--- src/common/smg_pkg.sv ---
package smg_pkg;

   // ----------------------------------------------------------------
   // Modes and unit power codes
   // ----------------------------------------------------------------
   typedef enum logic [1:0]
   {
      SMG_RUN   = 2'b00,
      SMG_LIGHT = 2'b01,
      SMG_DEEP  = 2'b10
   } smg_mode_type;

   typedef enum logic [1:0]
   {
      SMG_PWR_OFF  = 2'b00,
      SMG_PWR_STBY = 2'b01,
      SMG_PWR_ON   = 2'b10
   } smg_pwr_type;

   // ----------------------------------------------------------------
   // Register map
   // ----------------------------------------------------------------
   localparam int          SMG_AW          = 8;
   localparam logic [7:0]  SMG_ADDR_CONFIG = 8'h00;
   localparam logic [7:0]  SMG_ADDR_STATUS = 8'h04;
   localparam logic [7:0]  SMG_ADDR_UNITS  = 8'h08;
   localparam logic [1:0]  SMG_RESP_OKAY   = 2'h0;
   localparam logic [1:0]  SMG_RESP_SLVERR = 2'h2;

   // Configuration register fields
   localparam int          SMG_CFG_W        = 13;
   localparam logic [12:0] SMG_CFG_RESET    = 13'h0000;
   localparam int          SMG_CFG_STOPEN   = 0;
   localparam int          SMG_CFG_PPD      = 1;
   localparam int          SMG_CFG_LVEN     = 2;
   localparam int          SMG_CFG_LVSE     = 3;
   localparam int          SMG_CFG_IRCLK    = 4;
   localparam int          SMG_CFG_IRSTOP   = 5;
   localparam int          SMG_CFG_ERCLK    = 6;
   localparam int          SMG_CFG_ERSTOP   = 7;
   localparam int          SMG_CFG_XHIGH    = 8;
   localparam int          SMG_CFG_CONVCLK  = 9;
   localparam int          SMG_CFG_BANDGAP  = 10;
   localparam int          SMG_CFG_RTC      = 11;
   localparam int          SMG_CFG_CMPEN    = 12;

   // Status register fields
   localparam int          SMG_STAT_RECOV   = 2;
   localparam int          SMG_STAT_DBG     = 3;

   // ----------------------------------------------------------------
   // Unit indices
   // ----------------------------------------------------------------
   localparam int SMG_N_UNITS = 13;
   localparam int SMG_U_CPU   = 0;
   localparam int SMG_U_RAM   = 1;
   localparam int SMG_U_FLASH = 2;
   localparam int SMG_U_PORT  = 3;
   localparam int SMG_U_CONV  = 4;
   localparam int SMG_U_CMP   = 5;
   localparam int SMG_U_DBG   = 6;
   localparam int SMG_U_CLKS  = 7;
   localparam int SMG_U_VDET  = 8;
   localparam int SMG_U_REG   = 9;
   localparam int SMG_U_XTAL  = 10;
   localparam int SMG_U_RTC   = 11;
   localparam int SMG_U_PERI  = 12;

endpackage

--- src/rtl/smg_stop_ctrl.sv ---
// Design decisions made here: the AXI4-Lite interface to the registers and the placing of the registers.
`timescale 1ns/1ps
`default_nettype none

module smg_stop_ctrl
   import smg_pkg::*;
(
   input  wire logic                     sys_clk,
   input  wire logic                     rst_n,
   input  wire logic                     stop_exec,
   input  wire logic                     debug_mode_enable,
   input  wire logic                     wake_irq,
   input  wire logic                     wake_pin,
   input  wire logic                     rtc_wake,
   output logic                          periph_clk_en,
   output logic                          debug_clk_en,
   output logic                          io_hold,
   output logic                          illegal_reset,
   output logic                          deep_wake_reset,
   output logic [1:0]                    stop_mode,
   output logic [2*SMG_N_UNITS-1:0]      unit_power,
   input  wire logic                     s_axi_awvalid,
   output logic                          s_axi_awready,
   input  wire logic [SMG_AW-1:0]        s_axi_awaddr,
   input  wire logic                     s_axi_wvalid,
   output logic                          s_axi_wready,
   input  wire logic [31:0]              s_axi_wdata,
   input  wire logic [3:0]               s_axi_wstrb,
   output logic                          s_axi_bvalid,
   input  wire logic                     s_axi_bready,
   output logic [1:0]                    s_axi_bresp,
   input  wire logic                     s_axi_arvalid,
   output logic                          s_axi_arready,
   input  wire logic [SMG_AW-1:0]        s_axi_araddr,
   output logic                          s_axi_rvalid,
   input  wire logic                     s_axi_rready,
   output logic [31:0]                   s_axi_rdata,
   output logic [1:0]                    s_axi_rresp
);

   smg_mode_type                  mode_reg;
   smg_mode_type                  mode_next;
   logic [SMG_CFG_W-1:0]          cfg_reg;
   logic [SMG_CFG_W-1:0]          snap_reg;
   logic                          snap_dbg_reg;
   logic                          recov_reg;
   logic                          illegal_reg;
   logic                          dwake_reg;
   smg_pwr_type [SMG_N_UNITS-1:0] units_next;
   smg_pwr_type [SMG_N_UNITS-1:0] units_reg;
   logic                          aw_hold_reg;
   logic                          w_hold_reg;
   logic [SMG_AW-1:0]             aw_addr_reg;
   logic [31:0]                   w_data_reg;
   logic [3:0]                    w_strb_reg;
   logic                          bvalid_reg;
   logic [1:0]                    bresp_reg;
   logic                          rvalid_reg;
   logic [31:0]                   rdata_reg;
   logic [1:0]                    rresp_reg;
   logic                          wr_fire;
   logic                          stop_req;
   logic                          stop_go;
   logic                          choose_deep;
   logic [31:0]                   wmask;
   logic [31:0]                   cfg_wide;
   logic [31:0]                   status_word;

   // ----------------------------------------------------------------
   // Stop mode selection
   // ----------------------------------------------------------------
   assign stop_req    = (mode_reg == SMG_RUN) && stop_exec;
   assign stop_go     = stop_req && cfg_reg[SMG_CFG_STOPEN];
   // Debug or low-voltage stop enable veto the deep state
   assign choose_deep = cfg_reg[SMG_CFG_PPD] && !debug_mode_enable
                        && !cfg_reg[SMG_CFG_LVSE];

   always_comb
   begin
      mode_next = mode_reg;
      unique case (mode_reg)
         SMG_RUN:
         begin
            if (stop_go)
            begin
               mode_next = choose_deep ? SMG_DEEP : SMG_LIGHT;
            end
         end
         SMG_LIGHT:
         begin
            if (wake_irq || wake_pin)
            begin
               mode_next = SMG_RUN;
            end
         end
         SMG_DEEP:
         begin
            if (wake_pin || (rtc_wake && snap_reg[SMG_CFG_RTC]))
            begin
               mode_next = SMG_RUN;
            end
         end
         default:
         begin
            mode_next = SMG_RUN;
         end
      endcase
   end

   always_ff @(posedge sys_clk or negedge rst_n)
   begin
      if (!rst_n)
         mode_reg <= SMG_RUN;
      else
         mode_reg <= mode_next;
   end

   // Entry conditions are frozen; later config writes do not move units
   always_ff @(posedge sys_clk or negedge rst_n)
   begin
      if (!rst_n)
      begin
         snap_reg     <= SMG_CFG_RESET;
         snap_dbg_reg <= 1'b0;
      end
      else if (stop_go)
      begin
         snap_reg     <= cfg_reg;
         snap_dbg_reg <= debug_mode_enable;
      end
   end

   // ----------------------------------------------------------------
   // Reset requests and deep-stop recovery flag
   // ----------------------------------------------------------------
   always_ff @(posedge sys_clk or negedge rst_n)
   begin
      if (!rst_n)
      begin
         illegal_reg <= 1'b0;
         dwake_reg   <= 1'b0;
      end
      else
      begin
         illegal_reg <= stop_req && !cfg_reg[SMG_CFG_STOPEN];
         dwake_reg   <= (mode_reg == SMG_DEEP) && (mode_next == SMG_RUN);
      end
   end

   // Set wins over a same-cycle clear so a wake is never missed
   always_ff @(posedge sys_clk or negedge rst_n)
   begin
      if (!rst_n)
         recov_reg <= 1'b0;
      else if ((mode_reg == SMG_DEEP) && (mode_next == SMG_RUN))
         recov_reg <= 1'b1;
      else if (wr_fire && (aw_addr_reg == SMG_ADDR_STATUS)
               && w_strb_reg[0] && w_data_reg[SMG_STAT_RECOV])
         recov_reg <= 1'b0;
   end

   // ----------------------------------------------------------------
   // Unit power and clock gating
   // ----------------------------------------------------------------
   smg_policy u_policy
   (
      .mode   (mode_reg),
      .dbg    (snap_dbg_reg),
      .lv_on  (snap_reg[SMG_CFG_LVEN] && snap_reg[SMG_CFG_LVSE]),
      .cfg    (snap_reg),
      .units  (units_next)
   );

   always_ff @(posedge sys_clk or negedge rst_n)
   begin
      if (!rst_n)
         units_reg <= '{default: SMG_PWR_ON};
      else
         units_reg <= units_next;
   end

   assign unit_power      = units_reg;
   assign stop_mode       = mode_reg;
   assign periph_clk_en   = (mode_reg == SMG_RUN);
   assign debug_clk_en    = (mode_reg == SMG_RUN)
                            || ((mode_reg == SMG_LIGHT) && snap_dbg_reg);
   // Pins stay latched after deep wake until software acknowledges
   assign io_hold         = (mode_reg != SMG_RUN) || recov_reg;
   assign illegal_reset   = illegal_reg;
   assign deep_wake_reset = dwake_reg;

   // ----------------------------------------------------------------
   // AXI4-Lite write path
   // ----------------------------------------------------------------
   assign s_axi_awready = !aw_hold_reg;
   assign s_axi_wready  = !w_hold_reg;
   assign wr_fire       = aw_hold_reg && w_hold_reg && !bvalid_reg;
   assign wmask         = {{8{w_strb_reg[3]}}, {8{w_strb_reg[2]}},
                           {8{w_strb_reg[1]}}, {8{w_strb_reg[0]}}};
   assign cfg_wide      = {{(32-SMG_CFG_W){1'b0}}, cfg_reg};

   always_ff @(posedge sys_clk or negedge rst_n)
   begin
      if (!rst_n)
      begin
         aw_hold_reg <= 1'b0;
         aw_addr_reg <= '0;
         w_hold_reg  <= 1'b0;
         w_data_reg  <= 32'h0;
         w_strb_reg  <= 4'h0;
      end
      else
      begin
         if (s_axi_awvalid && !aw_hold_reg)
         begin
            aw_hold_reg <= 1'b1;
            aw_addr_reg <= s_axi_awaddr;
         end
         else if (wr_fire)
            aw_hold_reg <= 1'b0;
         if (s_axi_wvalid && !w_hold_reg)
         begin
            w_hold_reg <= 1'b1;
            w_data_reg <= s_axi_wdata;
            w_strb_reg <= s_axi_wstrb;
         end
         else if (wr_fire)
            w_hold_reg <= 1'b0;
      end
   end

   always_ff @(posedge sys_clk or negedge rst_n)
   begin
      if (!rst_n)
         cfg_reg <= SMG_CFG_RESET;
      else if (wr_fire && (aw_addr_reg == SMG_ADDR_CONFIG))
         cfg_reg <= SMG_CFG_W'((cfg_wide & ~wmask) | (w_data_reg & wmask));
   end

   always_ff @(posedge sys_clk or negedge rst_n)
   begin
      if (!rst_n)
      begin
         bvalid_reg <= 1'b0;
         bresp_reg  <= SMG_RESP_OKAY;
      end
      else if (wr_fire)
      begin
         bvalid_reg <= 1'b1;
         bresp_reg  <= ((aw_addr_reg == SMG_ADDR_CONFIG) || (aw_addr_reg == SMG_ADDR_STATUS))
                       ? SMG_RESP_OKAY : SMG_RESP_SLVERR;
      end
      else if (s_axi_bready)
         bvalid_reg <= 1'b0;
   end

   assign s_axi_bvalid = bvalid_reg;
   assign s_axi_bresp  = bresp_reg;

   // ----------------------------------------------------------------
   // AXI4-Lite read path
   // ----------------------------------------------------------------
   assign status_word   = {28'h0, snap_dbg_reg, recov_reg, mode_reg};
   assign s_axi_arready = !rvalid_reg;

   always_ff @(posedge sys_clk or negedge rst_n)
   begin
      if (!rst_n)
      begin
         rvalid_reg <= 1'b0;
         rdata_reg  <= 32'h0;
         rresp_reg  <= SMG_RESP_OKAY;
      end
      else if (s_axi_arvalid && !rvalid_reg)
      begin
         rvalid_reg <= 1'b1;
         rresp_reg  <= SMG_RESP_OKAY;
         unique case (s_axi_araddr)
            SMG_ADDR_CONFIG: rdata_reg <= cfg_wide;
            SMG_ADDR_STATUS: rdata_reg <= status_word;
            SMG_ADDR_UNITS:  rdata_reg <= {6'h0, units_reg};
            default:
            begin
               rdata_reg <= 32'h0;
               rresp_reg <= SMG_RESP_SLVERR;
            end
         endcase
      end
      else if (s_axi_rready)
         rvalid_reg <= 1'b0;
   end

   assign s_axi_rvalid = rvalid_reg;
   assign s_axi_rdata  = rdata_reg;
   assign s_axi_rresp  = rresp_reg;
endmodule
`default_nettype wire

--- src/rtl/smg_policy.sv ---
`timescale 1ns/1ps
`default_nettype none

module smg_policy
   import smg_pkg::*;
(
   input  wire smg_mode_type                        mode,
   input  wire logic                                dbg,
   input  wire logic                                lv_on,
   input  wire logic [SMG_CFG_W-1:0]                cfg,
   output smg_pwr_type [SMG_N_UNITS-1:0]            units
);

   // ----------------------------------------------------------------
   // Per-unit power decision
   // ----------------------------------------------------------------
   always_comb
   begin
      units = '{default: SMG_PWR_ON};
      unique case (mode)
         SMG_RUN:
         begin
            units = '{default: SMG_PWR_ON};
         end
         SMG_LIGHT:
         begin
            units = '{default: SMG_PWR_STBY};
            units[SMG_U_CONV] = (cfg[SMG_CFG_CONVCLK] && lv_on) ?
                                SMG_PWR_ON : SMG_PWR_STBY;
            // Bandgap compare needs the detector supply kept up
            units[SMG_U_CMP]  = (cfg[SMG_CFG_CMPEN] && (!cfg[SMG_CFG_BANDGAP] || lv_on)) ?
                                SMG_PWR_ON : SMG_PWR_STBY;
            units[SMG_U_DBG]  = dbg ? SMG_PWR_ON : SMG_PWR_STBY;
            units[SMG_U_CLKS] = (cfg[SMG_CFG_IRCLK] && cfg[SMG_CFG_IRSTOP]) ?
                                SMG_PWR_ON : SMG_PWR_STBY;
            units[SMG_U_VDET] = lv_on ? SMG_PWR_ON : SMG_PWR_OFF;
            units[SMG_U_REG]  = (dbg || lv_on) ? SMG_PWR_ON : SMG_PWR_STBY;
            units[SMG_U_XTAL] = (cfg[SMG_CFG_ERCLK] && cfg[SMG_CFG_ERSTOP] &&
                                 (!cfg[SMG_CFG_XHIGH] || lv_on)) ?
                                SMG_PWR_ON : SMG_PWR_STBY;
            units[SMG_U_RTC]  = cfg[SMG_CFG_RTC] ? SMG_PWR_ON : SMG_PWR_OFF;
         end
         SMG_DEEP:
         begin
            units = '{default: SMG_PWR_OFF};
            units[SMG_U_RAM] = SMG_PWR_STBY;
            units[SMG_U_REG] = SMG_PWR_STBY;
            units[SMG_U_RTC] = cfg[SMG_CFG_RTC] ? SMG_PWR_ON : SMG_PWR_OFF;
         end
         default:
         begin
            units = '{default: SMG_PWR_ON};
         end
      endcase
   end

endmodule
`default_nettype wire

--- config.mk ---
export PLATFORM = sky130hd
export DESIGN_NAME = smg_stop_ctrl
export DESIGN_NICKNAME = d
export VERILOG_FILES = /design/src/common/smg_pkg.sv /design/src/rtl/smg_stop_ctrl.sv /design/src/rtl/smg_policy.sv
export SDC_FILE = /design/constraint.sdc
export NUM_CORES = 1
export LEC_CHECK = 0
export BUFFER_PORTS_ARGS = -buffer_cell sky130_fd_sc_hd__buf_2
export CORE_MARGIN = 1
export CORE_UTILIZATION = 34
export DETAILED_ROUTE_END_ITERATION = 6
export HOLD_SLACK_MARGIN = 0.08
export PLACE_DENSITY = 0.7
export SETUP_SLACK_MARGIN = 0.02
export SLEW_MARGIN = 20
export SYNTH_ARGS = -nofsm -noshare
export SYNTH_HDL_FRONTEND = slang
export SYNTH_SLANG_ARGS = --single-unit
--- constraint.sdc ---
create_clock -name sys_clk -period 1.85 [get_ports sys_clk]
set_clock_uncertainty 0.15 [all_clocks]
set_input_delay 0.2775 -clock sys_clk [delete_from_list [all_inputs] [get_ports sys_clk]]
set_output_delay 0.2775 -clock sys_clk [all_outputs]
set_load 0.01 [all_outputs]
Word-level counts from Yosys, hierarchy flattened
Cells that the tools add are included.
{"block": "totals", "regBits": 121, "in_bits": 64}
{"block": "classes", "n_reduce_logical": 51, "n_eq_ne": 5, "muxes": 26, "bitwise_logic": 4}
{"operator": "one-hot mux 26 bit (3 select lines)", "n": 1}
{"operator": "one-hot mux 26 bit (2 select lines)", "n": 1}
{"operator": "2-to-1 mux 2 bit", "n": 14}
{"operator": "bitwise AND 13 bit", "n": 2}
{"operator": "logical AND 1 bit", "n": 23}
{"operator": "== test 8 x 3 -> 1 bit, second input constant", "n": 2}
{"operator": "zero test 8 bit", "n": 2}
{"operator": "inverter 13 bit", "n": 1}
{"operator": "bitwise OR 13 bit", "n": 1}
{"operator": "nonzero test 2 bit", "n": 6}
{"operator": "zero test 1 bit", "n": 9}
{"operator": "2-to-1 mux 1 bit", "n": 9}
{"operator": "== test 8 x 4 -> 1 bit, second input constant", "n": 1}
{"operator": "logical OR 1 bit", "n": 8}
{"operator": "one-hot mux 2 bit (3 select lines)", "n": 1}
{"operator": "zero test 2 bit", "n": 2}
{"operator": "OR reduction 3 bit", "n": 1}
{"operator": "== test 2 x 1 -> 1 bit, second input constant", "n": 1}
{"operator": "== test 2 bit, second input constant", "n": 1}

Depth between registers and ports, before layout
{"block": "depth", "ltp_word": 9, "depth_mapped": 7, "mapped_depth_nobuf": 6}

Hierarchy
From an unflattened synthesis, not the netlist that was laid out.
{"block": "unflattened", "cells_unflattened": 358, "area_unflattened_um2": 4626.9}
{"mod": "smg_stop_ctrl", "seq_area_each_um2": 2844.0, "instances": 1, "area_per_inst_um2": 4345.4, "cells_each": 318}
{"mod": "smg_policy", "seq_area_each_um2": 0.0, "instances": 1, "area_per_inst_um2": 281.5, "cells_each": 40}

Least setup slack after synthesis
Ideal clock, no wire load.
{"block": "synth_timing", "kind": "flip-flop to flip-flop", "from": "register mode_reg[0], in the netlist stop_mode[0]", "to": "register snap_reg[10]", "t_required_ns": 1.575, "arrival_time_ns": 1.819, "stages_incl_launch_ff": 6, "path_slack_ns": -0.244, "cell_sequence": "dfrtp_1 > inv_1 > ha_1 > nand3_1 > clkbuf_1 > mux2_2"}
{"block": "synth_via", "elab_chain_len": 3}
{"element": "start: declaration", "line": "smg_stop_ctrl.sv:41", "source": "smg_mode_type mode_reg;"}
{"element": "start signal: assignment", "line": "smg_stop_ctrl.sv:115", "source": "mode_reg <= mode_next;"}
{"element": "zero test 2 bit"}
{"element": "named net periph_clk_en", "line": "smg_stop_ctrl.sv:15", "source": "output logic periph_clk_en,"}
{"element": "logical AND 1 bit", "line": "smg_stop_ctrl.sv:72", "source": "assign stop_req = (mode_reg == SMG_RUN) && stop_exec;"}
{"element": "logical AND 1 bit", "line": "smg_stop_ctrl.sv:73", "source": "assign stop_go = stop_req && cfg_reg[SMG_CFG_STOPEN];"}
{"element": "end signal: assignment", "line": "smg_stop_ctrl.sv:128", "source": "snap_reg <= cfg_reg;"}
{"element": "end: declaration", "line": "smg_stop_ctrl.sv:44", "source": "logic [SMG_CFG_W-1:0] snap_reg;"}
The timed path passes the listed nets, and every way through them passes these cells.
A chain may end at the register's enable or synchronous reset.

==> results_dict.tcl <==
set metrics [dict create \
    gr-usage-all-layers 0.154 \
    clkSlewWorstSetupHoldPaths_ns 0.07 \
    grt_setup_unrepaired "yes" \
    dpl.hpwl_mm 6.78 \
    crit_path_end_kind "flop" \
    setup_tns_ns -1.01 \
    hold_viol 0 \
    yosysWarnings 0 \
    r2r_cells 4 \
    drt_wl_total_mm 9.32 \
    max_freq_mhz 513 \
    overflow 0 \
    worst_slack_ns -0.0976 \
    slowest_stage "or4_4" \
    fp-row-count 39 \
    dr.pass1.iters 4 \
    grt_first_pass_wirelength_mm 14.9 \
    diodes 0 \
    finalSetupViolCount 13 \
    status "complete, but fails checks" \
    path_buf_inv 0 \
    avgSynthCellArea_um2 12.9 \
    fin_nets 532 \
    antenna_left 0 \
    fin_crit_sh 1.05 \
    final_util 0.474 \
    slew_violations 0 \
    crit_type "flop to flop" \
    syn_area_um2 4150 \
    powerDensity_nw_per_um2 1210 \
    arrival_ns 2.02 \
    wl_per_cell_um 15.2 \
    irDropWorstVdd_uv 672 \
    area_growth_pct 33.4 \
    violations "negative setup slack" \
    startpoint_type "flop" \
    cts_tree "built" \
    grt_max_degree 37 \
    via_count 2946 \
    hold_path.class "primary input to flop" \
    reg2reg_slack_ns -0.1 \
    crit_fanout 8 \
    antenna_found_initial 0 \
    layout-drive-gt1-share 0.448 \
    clk_latency_ns 0.34 \
    dieArea_um2 12600 \
    core_um2 11700 \
    die_h_um 112 \
    whs_ns 0.139 \
    r2r_start "aw_addr_reg[1]$_DFFE_PN0P_" \
    grt_pass1_vias 3011 \
    register_area_um2 2520 \
    cp_cell_sequence "or4_4 > nor4_4 > nand2_4 > mux2_2" \
    cap_viol_max_count 0 \
    htree_levels 3 \
    syn_inst 321 \
    worst_setup_path_startpoint "aw_addr_reg[1]$_DFFE_PN0P_" \
    final_cell_mix "buf_2, dfrtp_1, mux2_2" \
    synth_cell_types 42 \
    cts-root-buf "clkbuf_16" \
    leakage_nw 2.76 \
    drtIter0Drc 148 \
    hold_depth 3 \
    numPortBuffers 104 \
    dp_slack_ns -0.104 \
    vias_per_cell 4.81 \
    cts.sinks 100 \
    drc 0 \
    critPathTopFamily "simple AND/OR/NAND/NOR gates" \
    multi_input_area_um2 1490 \
    die_x_um 112 \
    final_common_cell "buf_2" \
    numCtsBuffers 9 \
    gp_congestion 0.776 \
    nFillCells 1079 \
    ioPinCount 138 \
    worst-path-stages 4 \
    ys_ff_latch 100 \
    critPathRequiredTime_ns 1.92 \
    clk_path_buf_depth 2 \
    seq_area_frac_synth 0.606 \
    initial_utilization 0.355 \
    fin_crit_ns 1.95 \
    critPathMaxStageDelay_ns 0.56 \
]
==> area by class of cell <==
type,instances,area share
Multi-Input combinational cell,189,0.269
Inverter,10,0.00679
Tap cell,143,0.0324
Clock inverter,6,0.0156
Clock buffer,10,0.0414
Timing Repair Buffer,154,0.179
Sequential cell,100,0.455
==> what timing repair did <==
action | CTS | global route
hold endpoints to repair | 86 | 0
resized for setup | 8 | 4
buffers inserted | 5 | 3
hold buffers | 31 | 0
endpoints found under the setup margin | 16 | 16
pin swaps | 1 | 1
==> per-stage QoR <==
stage,std cells,power [mW],area (µm²)
2_1_floorplan,332,4.00,4200
3_3_place_gp,558,4.50,4800
3_5_place_dp,558,4.56,4800
4_1_cts,610,6.71,5500
5_1_grt,612,7.08,5530
6_report,612,6.71,5530
==> synthesized netlist by cell type, drive strengths merged <==
| library cell | instances | area (µm²) |
|---|---|---|
| a21boi | 1 | 7.51 |
| a21bo | 1 | 10.0 |
| nand4 | 1 | 6.26 |
| nand2 | 25 | 96.4 |
| o31ai | 1 | 7.51 |
| a21o | 4 | 30.0 |
| clkbuf | 10 | 37.5 |
| buf | 23 | 160 |
| and3b | 1 | 8.76 |
| or3 | 1 | 6.26 |
| mux2 | 49 | 552 |
| mux2i | 13 | 130 |
| a31o | 1 | 8.76 |
| a32o | 1 | 10.0 |
| o21ai | 19 | 95.1 |
| inv | 10 | 37.5 |
| nor2b | 3 | 18.8 |
| o21a | 2 | 15.0 |
| a22oi | 1 | 7.51 |
| a21oi | 8 | 40.0 |
| and2 | 1 | 6.26 |
| nor4 | 2 | 27.5 |
| dfrtp | 91 | 2280 |
| nor3 | 1 | 5.00 |
| o22ai | 2 | 12.5 |
| a22o | 13 | 114 |
| nand3b | 1 | 7.51 |
| nor3b | 1 | 7.51 |
| ha | 4 | 50.1 |
| or4 | 1 | 11.3 |
| nor4b | 1 | 8.76 |
| nand2b | 5 | 31.3 |
| nand3 | 2 | 10.0 |
| nor2 | 7 | 26.3 |
| a31oi | 4 | 25.0 |
| conb | 1 | 3.75 |
| dfstp | 9 | 236 |
==> worst min path at each step <==
stage / startpoint / endpoint / slack, ns
floorplan: rst_n / async pin / -0.17
global placement: rst_n / w_data_reg[5]$_DFFE_PN0P_ / 0.06
detailed placement: rst_n / w_data_reg[5]$_DFFE_PN0P_ / 0.06
CTS: s_axi_araddr[3] / s_axi_rresp[1]$_DFFE_PN0P_ / 0.13
global route: s_axi_araddr[4] / s_axi_rresp[1]$_DFFE_PN0P_ / 0.15
finish: s_axi_araddr[3] / s_axi_rresp[1]$_DFFE_PN0P_ / 0.14
==> power breakdown <==
group          switching, mW  internal, mW  total [mW]
Sequential             0.371          2.72        3.09
Clock                  0.790          1.19        1.97
Combinational          0.750         0.896        1.65
Total                   1.91          4.80        6.71
==> worst register-to-register path: stages (launching register included) <==
cell and delay, ns:
dfrtp_1 0.38, or4_4 0.56, nor4_4 0.26, nand2_4 0.16
mux2_2 0.32
==> metal layers <==
layer,share of wire,wire length (µm),global-route usage,up-vias
met5,0,0,0,-
met4,0.014,131,0.0462,0
met3,0.050,462,0.0518,15
met2,0.50,4680,0.268,108
met1,0.43,4040,0.180,1445
li1,-,-,-,1378
==> logic make-up after synthesis <==
group,after synthesis,share of synthesized area
AO/OA/AOI/OAI,58,0.0924
other,1,0.000905
AND/OR/NAND/NOR,53,0.0670
flip-flops,100,0.606
adder cells (fa/ha/maj),4,0.0121
multiplexers,62,0.165
buffers and inverters,43,0.0567
Power figures use the tool's default switching activity.
